--- src/arc_pkg.sv ---
// constants and types shared by the result compensation block
package arc_pkg;
    // ----------------------------------------------------------------
    // data formats
    // ----------------------------------------------------------------
    localparam int RAW_W       = 16;
    localparam int RAW_BITS    = 13;
    localparam int RAW_LSB     = 3;
    localparam int OFFS_W      = 8;
    localparam int OFFS_SHIFT  = 3;
    localparam int GAIN_W      = 16;
    localparam int PROD_W      = 32;
    localparam int SCALE_SHIFT = 16;
    localparam int BYTE_W      = 8;
    localparam int SEL_W       = 4;
    localparam int MODE_W      = 3;
    localparam int NUM_MODES   = 10;
    localparam int CAL_BYTES   = 30;
    localparam int BYTES_PER_MODE = 3;
    localparam int CAL_AW      = 5;
    localparam int FIFO_DEPTH  = 8;
    localparam int FIFO_AW     = 3;

    localparam logic [PROD_W-1:0] ROUND_CONST = 32'h0000_8000;
    localparam logic [SEL_W-1:0]  SEL_OFFSET_CAL = 4'hF;
    localparam logic [RAW_W-1:0]  RAW_RESET   = 16'h0000;

    // per-mode calibration layout: offset, gain high, gain low
    localparam logic [1:0] CAL_OFFS_IDX = 2'h0;
    localparam logic [1:0] CAL_GHI_IDX  = 2'h1;
    localparam logic [1:0] CAL_GLO_IDX  = 2'h2;

    // ----------------------------------------------------------------
    // pipeline states
    // ----------------------------------------------------------------
    typedef enum logic [2:0] {
        ST_IDLE   = 3'b000,
        ST_OFFSET = 3'b001,
        ST_MULT   = 3'b011,
        ST_FINISH = 3'b010,
        ST_PUSH   = 3'b110
    } arc_state_t;
endpackage

--- src/arc_top.sv ---
// converter result path: interrupt, offset-cal input short, compensation
//
// Overview of operation
// interrupt request on every conversion completion
// disabled converter blocks new requests, keeps pending
// thirty calibration bytes, three per mode
// offset calibration code shorts differential inputs
// result is corrected plus corrected times gain/65536
// raw result is thirteen-bit two's complement
// raw word: sign on top, overflow lowest; here the overflow bit sits at bit 2, with two zero bits below it
// offset byte sign-extended, shifted left three
// magnitudes multiplied unsigned, sign restored later
// differential mode picks gain by sign
// product rounded by 0x8000, low bytes dropped
// factor negated when signs differ
// factor added to offset-corrected value
// sum shifted right with step-one sign
// overflow bit equals sign when in range
// users scale uncompensated results by 8/7
// small inputs need the unbuffered mode
// differential code 1111 selects offset calibration
// raw result fills high byte, low 7:3
// compensated word valid pulse after fixed latency; here COMP_VALID_OUT is a FIFO level held until COMP_READY_IN takes the word
`timescale 1ns/1ps
`default_nettype none
module arc_top
    import arc_pkg::*;
(
    input  wire logic                     MCLK_IN,
    input  wire logic                     SRST_IN,
    input  wire logic                     ADC_ENABLE_IN,
    input  wire logic                     DIFF_MODE_IN,
    input  wire logic [MODE_W:0]          INPUT_MODE_IN,
    input  wire logic [SEL_W-1:0]         INPUT_SELECT_FIELD_IN,
    input  wire logic                     CONV_DONE_IN,
    input  wire logic [RAW_BITS-1:0]      RAW_RESULT_IN,
    input  wire logic                     RAW_OVF_IN,
    input  wire logic                     IRQ_ACK_IN,
    input  wire logic                     CAL_WR_IN,
    input  wire logic [CAL_AW-1:0]        CAL_ADDR_IN,
    input  wire logic [BYTE_W-1:0]        CAL_DATA_IN,
    input  wire logic                     COMP_READY_IN,
    output logic                          IRQ_OUT,
    output logic                          SHORT_INPUTS_OUT,
    output logic [BYTE_W-1:0]             RESULT_HIGH_BYTE_OUT,
    output logic [BYTE_W-1:0]             RESULT_LOW_BYTE_OUT,
    output logic                          COMP_VALID_OUT,
    output logic [RAW_W-1:0]              COMP_DATA_OUT,
    output logic                          BUSY_OUT
);
    // ----------------------------------------------------------------
    // signals
    // ----------------------------------------------------------------
    arc_state_t          state_q;
    logic [RAW_W-1:0]    raw_q;
    logic [RAW_W-1:0]    corr_q;
    logic                corr_neg_q;
    logic [RAW_W-1:0]    mag_q;
    logic [GAIN_W-1:0]   gain_q;
    logic [PROD_W-1:0]   prod_q;
    logic [RAW_W-1:0]    comp_d;
    logic                irq_q;
    logic                short_q;
    logic [OFFS_W-1:0]   offset_byte;
    logic [GAIN_W-1:0]   gain_word;
    logic [RAW_W-1:0]    offset_al;
    logic [RAW_W-1:0]    corr_d;
    logic                gain_neg;
    logic [GAIN_W-1:0]   gain_mag;
    logic [PROD_W-1:0]   rounded;
    logic [RAW_W-1:0]    factor;
    logic [RAW_W-1:0]    sum;
    logic                fifo_ready;

    // ----------------------------------------------------------------
    // helpers
    // ----------------------------------------------------------------
    function automatic logic [RAW_W-1:0] abs16(input logic [RAW_W-1:0] v);
        abs16 = v[RAW_W-1] ? RAW_W'(~v + 1'b1) : v;
    endfunction

    // ----------------------------------------------------------------
    // interrupt request
    // ----------------------------------------------------------------
    always_ff @(posedge MCLK_IN) begin
        if (SRST_IN) begin
            irq_q <= 1'b0;
        end else if (CONV_DONE_IN && ADC_ENABLE_IN) begin
            irq_q <= 1'b1;
        end else if (IRQ_ACK_IN) begin
            irq_q <= 1'b0;
        end
    end
    assign IRQ_OUT = irq_q;

    // ----------------------------------------------------------------
    // offset calibration input short
    // ----------------------------------------------------------------
    always_ff @(posedge MCLK_IN) begin
        if (SRST_IN) begin
            short_q <= 1'b0;
        end else begin
            short_q <= DIFF_MODE_IN && (INPUT_SELECT_FIELD_IN == SEL_OFFSET_CAL);
        end
    end
    assign SHORT_INPUTS_OUT = short_q;

    // ----------------------------------------------------------------
    // raw result capture
    // ----------------------------------------------------------------
    always_ff @(posedge MCLK_IN) begin
        if (SRST_IN) begin
            raw_q <= RAW_RESET;
        end else if (CONV_DONE_IN && ADC_ENABLE_IN && state_q == ST_IDLE) begin
            raw_q <= {RAW_RESULT_IN, RAW_OVF_IN, 2'b00};
        end
    end
    assign RESULT_HIGH_BYTE_OUT = raw_q[RAW_W-1 -: BYTE_W];
    assign RESULT_LOW_BYTE_OUT  = raw_q[BYTE_W-1:0];

    // ----------------------------------------------------------------
    // calibration store
    // ----------------------------------------------------------------
    arc_calstore u_cal (
        .clk_in     (MCLK_IN),
        .wr_en_in   (CAL_WR_IN),
        .wr_addr_in (CAL_ADDR_IN),
        .wr_data_in (CAL_DATA_IN),
        .mode_in    (INPUT_MODE_IN),
        .neg_in     (corr_neg_q),
        .diff_in    (DIFF_MODE_IN),
        .offset_out (offset_byte),
        .gain_out   (gain_word)
    );

    // ----------------------------------------------------------------
    // compensation datapath
    // ----------------------------------------------------------------
    always_comb begin
        // data bits of the raw word sit above the overflow bit
        offset_al = RAW_W'({{(RAW_W-OFFS_W){offset_byte[OFFS_W-1]}}, offset_byte}
                    << OFFS_SHIFT);
        corr_d    = RAW_W'(raw_q - offset_al);
        gain_neg  = gain_q[GAIN_W-1];
        gain_mag  = abs16(gain_q);
        rounded   = PROD_W'(prod_q + ROUND_CONST);
        factor    = rounded[PROD_W-1:SCALE_SHIFT];
        if (corr_neg_q != gain_neg) begin
            factor = RAW_W'(~factor + 1'b1);
        end
        sum       = RAW_W'(corr_q + factor);
        comp_d    = {corr_neg_q, sum[RAW_W-1:1]};
    end

    always_ff @(posedge MCLK_IN) begin
        if (SRST_IN) begin
            state_q <= ST_IDLE;
        end else begin
            case (state_q)
                ST_IDLE: begin
                    if (CONV_DONE_IN && ADC_ENABLE_IN) begin
                        state_q <= ST_OFFSET;
                    end
                end
                ST_OFFSET: state_q <= ST_MULT;
                ST_MULT:   state_q <= ST_FINISH;
                ST_FINISH: state_q <= ST_PUSH;
                ST_PUSH: begin
                    if (fifo_ready) begin
                        state_q <= ST_IDLE;
                    end
                end
                default:   state_q <= ST_IDLE;
            endcase
        end
    end

    always_ff @(posedge MCLK_IN) begin
        if (SRST_IN) begin
            corr_q     <= '0;
            corr_neg_q <= 1'b0;
            mag_q      <= '0;
        end else if (state_q == ST_OFFSET) begin
            corr_q     <= corr_d;
            corr_neg_q <= corr_d[RAW_W-1];
            mag_q      <= abs16(corr_d);
        end
    end

    // gain word is looked up after the corrected sign is known
    always_ff @(posedge MCLK_IN) begin
        if (SRST_IN) begin
            gain_q <= '0;
            prod_q <= '0;
        end else begin
            if (state_q == ST_MULT) begin
                gain_q <= gain_word;
            end
            if (state_q == ST_FINISH) begin
                prod_q <= PROD_W'(mag_q) * PROD_W'(gain_mag);
            end
        end
    end

    // ----------------------------------------------------------------
    // output buffer
    // ----------------------------------------------------------------
    arc_fifo #(
        .WIDTH (RAW_W),
        .DEPTH (FIFO_DEPTH),
        .AW    (FIFO_AW)
    ) u_fifo (
        .clk_in        (MCLK_IN),
        .srst_in       (SRST_IN),
        .in_valid_in   (state_q == ST_PUSH),
        .in_ready_out  (fifo_ready),
        .in_data_in    (comp_d),
        .out_valid_out (COMP_VALID_OUT),
        .out_ready_in  (COMP_READY_IN),
        .out_data_out  (COMP_DATA_OUT)
    );

    assign BUSY_OUT = (state_q != ST_IDLE);
endmodule
`default_nettype wire

--- src/arc_fifo.sv ---
// small synchronous FIFO between the datapath and the result consumer
`timescale 1ns/1ps
`default_nettype none
module arc_fifo #(
    parameter int WIDTH = 16,
    parameter int DEPTH = 8,
    parameter int AW    = 3
) (
    input  wire logic             clk_in,
    input  wire logic             srst_in,
    input  wire logic             in_valid_in,
    output logic                  in_ready_out,
    input  wire logic [WIDTH-1:0] in_data_in,
    output logic                  out_valid_out,
    input  wire logic             out_ready_in,
    output logic      [WIDTH-1:0] out_data_out
);
    logic [WIDTH-1:0] mem [DEPTH];
    logic [AW-1:0]    wr_q;
    logic [AW-1:0]    rd_q;
    logic [AW:0]      cnt_q;
    logic             push;
    logic             pop;

    // room for one more word until the count reaches the full depth
    assign in_ready_out  = (cnt_q < (AW+1)'(DEPTH));
    assign out_valid_out = (cnt_q != '0);
    assign push = in_valid_in && in_ready_out;
    assign pop  = out_valid_out && out_ready_in;
    assign out_data_out = mem[rd_q];

    always_ff @(posedge clk_in) begin
        if (push) begin
            mem[wr_q] <= in_data_in;
        end
    end

    always_ff @(posedge clk_in) begin
        if (srst_in) begin
            wr_q  <= '0;
            rd_q  <= '0;
            cnt_q <= '0;
        end else begin
            if (push) begin
                wr_q <= (wr_q == AW'(DEPTH-1)) ? '0 : wr_q + 1'b1;
            end
            if (pop) begin
                rd_q <= (rd_q == AW'(DEPTH-1)) ? '0 : rd_q + 1'b1;
            end
            cnt_q <= cnt_q + (AW+1)'(push) - (AW+1)'(pop);
        end
    end
endmodule
`default_nettype wire

--- src/arc_calstore.sv ---
// calibration byte store: offset byte and gain word per input mode
`timescale 1ns/1ps
`default_nettype none
module arc_calstore
    import arc_pkg::*;
(
    input  wire logic                  clk_in,
    input  wire logic                  wr_en_in,
    input  wire logic [CAL_AW-1:0]     wr_addr_in,
    input  wire logic [BYTE_W-1:0]     wr_data_in,
    input  wire logic [MODE_W:0]       mode_in,
    input  wire logic                  neg_in,
    input  wire logic                  diff_in,
    output logic      [OFFS_W-1:0]     offset_out,
    output logic      [GAIN_W-1:0]     gain_out
);
    // 30 bytes, three per mode
    logic [BYTE_W-1:0] mem [CAL_BYTES];
    logic [MODE_W:0]   gmode;
    logic [CAL_AW-1:0] base;
    logic [CAL_AW-1:0] gbase;

    always_ff @(posedge clk_in) begin
        if (wr_en_in && (wr_addr_in < CAL_AW'(CAL_BYTES))) begin
            mem[wr_addr_in] <= wr_data_in;
        end
    end

    // differential negative values use the next mode's gain word, except in mode 9 and above, which keep their own
    always_comb begin
        gmode = (diff_in && neg_in && (mode_in < (MODE_W+1)'(NUM_MODES-1))) ?
                mode_in + 1'b1 : mode_in;
        base  = CAL_AW'(mode_in) * CAL_AW'(BYTES_PER_MODE);
        gbase = CAL_AW'(gmode) * CAL_AW'(BYTES_PER_MODE);
        offset_out = mem[base + CAL_AW'(CAL_OFFS_IDX)];
        gain_out   = {mem[gbase + CAL_AW'(CAL_GHI_IDX)], mem[gbase + CAL_AW'(CAL_GLO_IDX)]};
    end
endmodule
`default_nettype wire

--- config.mk ---
export PLATFORM = sky130hd
export DESIGN_NAME = arc_top
export DESIGN_NICKNAME = d
export VERILOG_FILES = /design/src/arc_pkg.sv /design/src/arc_top.sv /design/src/arc_fifo.sv /design/src/arc_calstore.sv
export SDC_FILE = /design/constraint.sdc
export NUM_CORES = 1
export LEC_CHECK = 0
export ABC_AREA = 1
export BUFFER_PORTS_ARGS = -buffer_cell sky130_fd_sc_hd__buf_2
export CAP_MARGIN = 5
export CORE_ASPECT_RATIO = 1.4
export CORE_MARGIN = 2
export CORE_UTILIZATION = 50
export DETAILED_ROUTE_END_ITERATION = 10
export PLACE_DENSITY = 0.7
export SLEW_MARGIN = 25
export SYNTH_ARGS = -nofsm -noshare
export SYNTH_HDL_FRONTEND = slang
export SYNTH_SLANG_ARGS = --single-unit
--- constraint.sdc ---
create_clock -name MCLK_IN -period 6.44 [get_ports MCLK_IN]
set_input_delay 0.644 -clock MCLK_IN [delete_from_list [all_inputs] [get_ports MCLK_IN]]
set_output_delay 0.644 -clock MCLK_IN [all_outputs]
set_load 0.1 [all_outputs]
Word-level counts from Yosys, hierarchy flattened
Memory sizes are Yosys's and may differ from the RTL's. A register that Yosys moved wholly into a read port is not among the register bits.
Index checks and enable logic that the tools add are counted.
{ "totals": {"ff_bits": 94, "latchBits": 0, "mem_bits_rw": 368, "mem_bits_ro": 0, "input_bits": 43, "output_inout_bits": 36, "word_cells": 75, "memories": 2} }
{ "classes": {"add_sub_neg": 13, "multipliers": 3, "div_mod_pow": 0, "order_cmp": 3, "eq_ne": 10, "n_shift": 0, "muxes": 17, "bitwise_logic": 3, "n_reduce_logical": 13} }
{ "memory_table": {"columns": ["memory", "words", "width", "read_ports", "rd_ports_with_merged_regs", "wr", "line", "source"], "rows": [
  ["u_cal.mem", 30, 8, 3, 2, 1, "arc_calstore.sv:18", "logic [BYTE_W-1:0] mem [CAL_BYTES];"],
  ["u_fifo.mem", 8, 16, 1, 1, 1, "arc_fifo.sv:18", "logic [WIDTH-1:0] mem [DEPTH];"]
]} }
{ "ops": {"columns": ["operator", "n"], "rows": [
  ["16-bit by 1-bit adder with 16-bit output (second input constant)", 3],
  ["16-bit 2-to-1 mux", 3],
  ["16-bit inverter", 3],
  ["32-bit by 16-bit adder with 32-bit output (second input constant)", 1],
  ["16-bit by 16-bit multiplier with 32-bit output", 1],
  ["3-bit 2-to-1 mux", 6],
  ["16-bit adder", 1],
  ["16-bit subtractor", 1],
  ["3-bit one-hot mux with 5 select lines", 1],
  ["4-bit by 2-bit multiplier with 5-bit output (second input constant)", 2],
  ["3-bit == test (second input constant)", 3],
  ["1-bit logical AND", 8],
  ["4-bit < comparator (second input constant)", 2],
  ["3-bit by 1-bit adder with 3-bit output (second input constant)", 2],
  ["3-bit by 2-bit == test with 1-bit output (second input constant)", 2],
  ["1-bit 2-to-1 mux", 6],
  ["5-bit by 1-bit adder with 5-bit output (second input constant)", 1],
  ["5-bit by 2-bit adder with 5-bit output (second input constant)", 1],
  ["5-bit < comparator (second input constant)", 1],
  ["4-bit by 1-bit adder with 4-bit output", 1],
  ["4-bit by 1-bit adder with 4-bit output (second input constant)", 1],
  ["4-bit == test (second input constant)", 1],
  ["4-bit 2-to-1 mux", 1],
  ["2-bit != test (second input constant)", 2],
  ["8 further kinds", 8]
]} }

Depth between registers and ports, before layout
An unclocked memory read counts as a cell.
{ "depth": {"ltp_word": 6, "depth_mapped": 40, "ltp_nobuf": 37} }

By module
A second synthesis with hierarchy kept.
{ "hier_totals": {"cells_unflattened": 4425, "area_unflattened_um2": 34550.6} }
{ "by_module_without_submodules": {"columns": ["mod", "n_inst", "cells_each", "area_each_um2", "seq_area_each_um2"], "rows": [
  ["arc_calstore", 1, 1909, 15061.9, 7206.9],
  ["arc_top", 1, 1868, 13207.7, 1581.5],
  ["arc_fifo", 1, 648, 6281.0, 4103.9]
]} }

Least setup slack after synthesis
OpenSTA, ideal clock, no wires.
{ "synth_path": {"path_kind": "flip-flop to flip-flop", "from": "register gain_q[0] (read register of u_cal.mem)", "to": "register prod_q[27]", "setup_time_ps": 117, "t_arrival_ps": 6513, "t_required_ps": 6323, "setup_slack_ps": -190, "path_stages_with_launch": 35, "path_buffers": 3, "synth_period_minus_slack_ps": 6630, "path_cell_list": "dfxtp_1 > clkbuf_1 > clkbuf_1 > inv_1 > ha_1 > inv_1 > nor2_1 > inv_1 > nor2_1 > nand3_1 > nand2_1 > or2_2 > nand2_1 > clkbuf_1 > nand2_1 > fa_1 > inv_1 > fa_1 > inv_1 > fa_1 > inv_1 > fa_1 > fa_1 > inv_1 > fa_1 > inv_1 > ha_1 > a21oi_1 > inv_1 > a31oi_1 > o21ai_0 > a211oi_1 > a21oi_1 > nor2_1 > nor2_1"} }
{ "synth_between": {"elab_chain_len": 4} }
{ "synth_lines": {"columns": ["element", "line", "source"], "rows": [
  ["from (decl)", "arc_top.sv:59", "logic [GAIN_W-1:0] gain_q;"],
  ["16-bit inverter", "arc_top.sv:79", "abs16 = v[RAW_W-1] ? RAW_W'(~v + 1'b1) : v;"],
  ["16-bit by 1-bit adder with 16-bit output", "arc_top.sv:79", null],
  ["16-bit 2-to-1 mux *", "arc_top.sv:79", null],
  ["16-bit by 16-bit multiplier with 32-bit output *", "arc_top.sv:200", "prod_q <= PROD_W'(mag_q) * PROD_W'(gain_mag);"],
  ["to (signal assigned)", "arc_top.sv:200", null],
  ["to (decl)", "arc_top.sv:60", "logic [PROD_W-1:0] prod_q;"]
]} }
Every way passes the cells marked *; elsewhere a longest branch is shown, timed or not.
A chain may end at the register's enable or synchronous reset.

Final worst setup path
{ "layout_path": {"from": "register gain_q[0] (read register of u_cal.mem)", "to": "register prod_q[30]"} }
Same word-level chain as after synthesis.

==> impl_metrics.yaml <==
clocking:
  clockRootBuffer: "clkbuf_16"
  cts_buffers: 48
  clkLatencyLatePin_ps: 640
  cts.sinks: 460
  cts_max_path_buffers: 3
  cts_tree: "yes"
  clkTransAtPathRegs_ps: 70
  cts.htree.levels: 2
placement:
  gp_congestion: 0.980
  port-buffer-count: 76
  place_ws_ps: -42.0
  placed_area_um2: 35400
  dpl.hpwl_um: 74200
  dp.cells: 5115
timing:
  fmax_ghz: 0.161
  fin_crit_sh_pct: 96.4
  setup_ws_ps: 232
  totalNegativeSetupSlack_ps: 0
  period_minus_slack_ps: 6210
  relSlewSlack_pct: 25.1
  rsz0062_at_grt: "true"
  hold_ws_ps: 238
  finalMaxSlewViolations: 0
  finalHoldViolations: 0
  setup_viol: 0
  tightest_slew_ps: 1120
  clock_skew_ps: 74.4
synthesis:
  synth_xor_area_share_pct: 1.47
  synth_top_family_by_area: "simple AND/OR/NAND/NOR gates"
  synthSimpleGateAreaFrac_pct: 23.2
  async_flop_share_pct: 0
  muxShareOfSynthArea_pct: 0
  ys_seq_elements: 460
  yosysWarnings: 0
  synth_compound_area_share_pct: 11.5
  synth_edf_count: 368
  synth_cell_types: 49
  synth.cell_area_um2: 33900
  ys.flop_type: "edfxtp_1"
  synthAdderAreaFrac_pct: 15.5
  syn_area_per_cell_um2: 7.92
  synth_cells: 4275
  yosysSeqAreaShare_pct: 38.1
global_routing:
  grt_pass1_wl_um: 163000
  antenna_found_initial: 3
  grt_usage_pct: 30.3
  grt_max_degree: 263
  grt-ovfl-total: 0
  grt_pass1_vias: 29191
critical_path:
  critPathLaunch: "gain_q[0]"
  critical_path_class: "register to register"
  crit_slowest_cell: "fa_1"
  crit_path_start_kind: "register"
  path_max_fanout: 4
  crit_arrival_ps: 6670
  crit_top_cell: "inv_2"
  r2r-start: "gain_q[0]"
  end_kind: "register"
  cpPeakStageDelay_ps: 530
  cp.required_ps: 6900
drt:
  drtIter0Drc: 2969
  ant_nets: 0
  drc_errors: 0
  wl_um: 107000
  vias: 30189
  wl_per_cell_um: 20.5
  routed_via_density: 5.79
  dr.pass1.iters: 6
power_and_ir_drop:
  p_leak_uw: 0.0166
  p_per_area_nw_per_um2: 259
  peakVddDrop_v: 0.000420
final_layout:
  layout.nets: 4680
  layout-drive-gt1-share_pct: 10.4
  diodes: 0
  area_growth_pct: 11.3
  fin_cells: 5213
  final_area_um2: 37700
run_status:
  status: "finished, final reports clean"
floorplan:
  dieArea_um2: 69800
  boundaryPins: 79
  fp.dieH_um: 312
  die_x_um: 224
  num_rows: 112
  start_util_pct: 50.6
  core_area_um2: 66800
worst_hold_path:
  hp-class: "input port to register"
  min_from: "INPUT_SELECT_FIELD_IN[0]"
flow_run:
  drv_cap: 0
## path summary, 6_finish.rpt
path / endpoint / slack, ps / cells past startpoint
min reg2reg: IRQ_OUT / 460 / 2
max: prod_q[30] / 230 / 35
max reg2reg: prod_q[30] / 230 / 35
min: SHORT_INPUTS_OUT / 240 / 3
## cell usage after synthesis, types with 16 or more instances
master / number / area, um^2
buf_2: 61 / 305
a21oi_1: 277 / 1390
xor2_1: 40 / 350
fa_1: 170 / 3400
buf_1: 31 / 116
dfxtp_1: 92 / 1840
nand2_1: 774 / 2910
inv_1: 653 / 2450
a31oi_1: 31 / 194
nand3_1: 573 / 2870
o22ai_1: 16 / 100
nor3_1: 21 / 105
clkbuf_1: 116 / 435
nand4_1: 27 / 169
o211ai_1: 39 / 293
edfxtp_1: 368 / 11100
ha_1: 147 / 1840
o21ai_0: 312 / 1560
nor2_1: 389 / 1460
## registers in the layout, summed over array words and instances, names as in the netlist, named ones only
signal            cells
u_cal.mem           240
u_fifo.mem          128
prod_q               17
gain_q               16
raw_q                14
corr_q               13
mag_q                13
u_fifo.cnt_q          4
state_q               3
u_fifo.rd_q           3
u_fifo.wr_q           3
IRQ_OUT               1
SHORT_INPUTS_OUT      1
corr_neg_q            1
## worst max-delay path: cells and delay by family (launching register included)
kind	cells	cell delay (ps)
fa+ha+maj	8	3280
simple gates	14	1420
compound gates	1	100
xor+xnor	1	170
buf+inv	11	810
flops	1	320
## final cells by class
class                      count  area, um^2
multi-input combinational   2927       18100
fill                        6092       29200
timing repair buffer         216        1530
clock inverter                32         335
tap                          855        1070
clock buffer                  56        1260
sequential                   460       12900
inverter                     667        2520
## layout by cell type (no fill, tap or decap), types with 48 or more instances in the layout
cell       count
ha_1         133
buf_2         75
inv_1        628
nand3_1      570
buf_4        130
nand2_1      755
o21ai_0      300
nor2_1       360
fa_1         162
clkbuf_16     48
edfxtp_1     368
a21oi_1      267
dfxtp_1       89
## per-stage QoR
stage                     util [%]  total power (uW)
final                         56.4              9760
after floorplan                  -              5900
after global placement        53.0              6860
after CTS                     55.4              9710
after global routing          56.4             10200
after detailed placement      53.0              6890
## routing by layer
metal | part of all wire [%] | vias up | wire [um] | global-route usage [%]
li1 | - | 14166 | - | -
met1 | 36 | 14199 | 38400 | 34.9
met2 | 49 | 1443 | 52600 | 52.9
met3 | 7.6 | 375 | 8160 | 4.33
met4 | 7.1 | 6 | 7560 | 18.6
met5 | 0.042 | - | 45 | 0
## report_power, final
group | internal (uW) | switching, uW | total, uW
Sequential | 3360 | 77.5 | 3440
Clock | 1590 | 1250 | 2840
Combinational | 858 | 2620 | 3480
## logic make-up after synthesis
kind of cell	after synthesis
other cells	1
compound gates	722
flops	460
simple gates	1830
xor+xnor	56
fa+ha+maj	317
buf+inv	889
## repair_timing
item | 4_1_cts | 5_1_grt
resized for setup | 6 | 163
buffers inserted | 0 | 10
hold buffers | 0 | 0
endpoints found under the setup margin | 9 | 16
pin swaps | 0 | 57
cloned | 0 | 1
No activity file was read; power rests on OpenSTA's default activity.
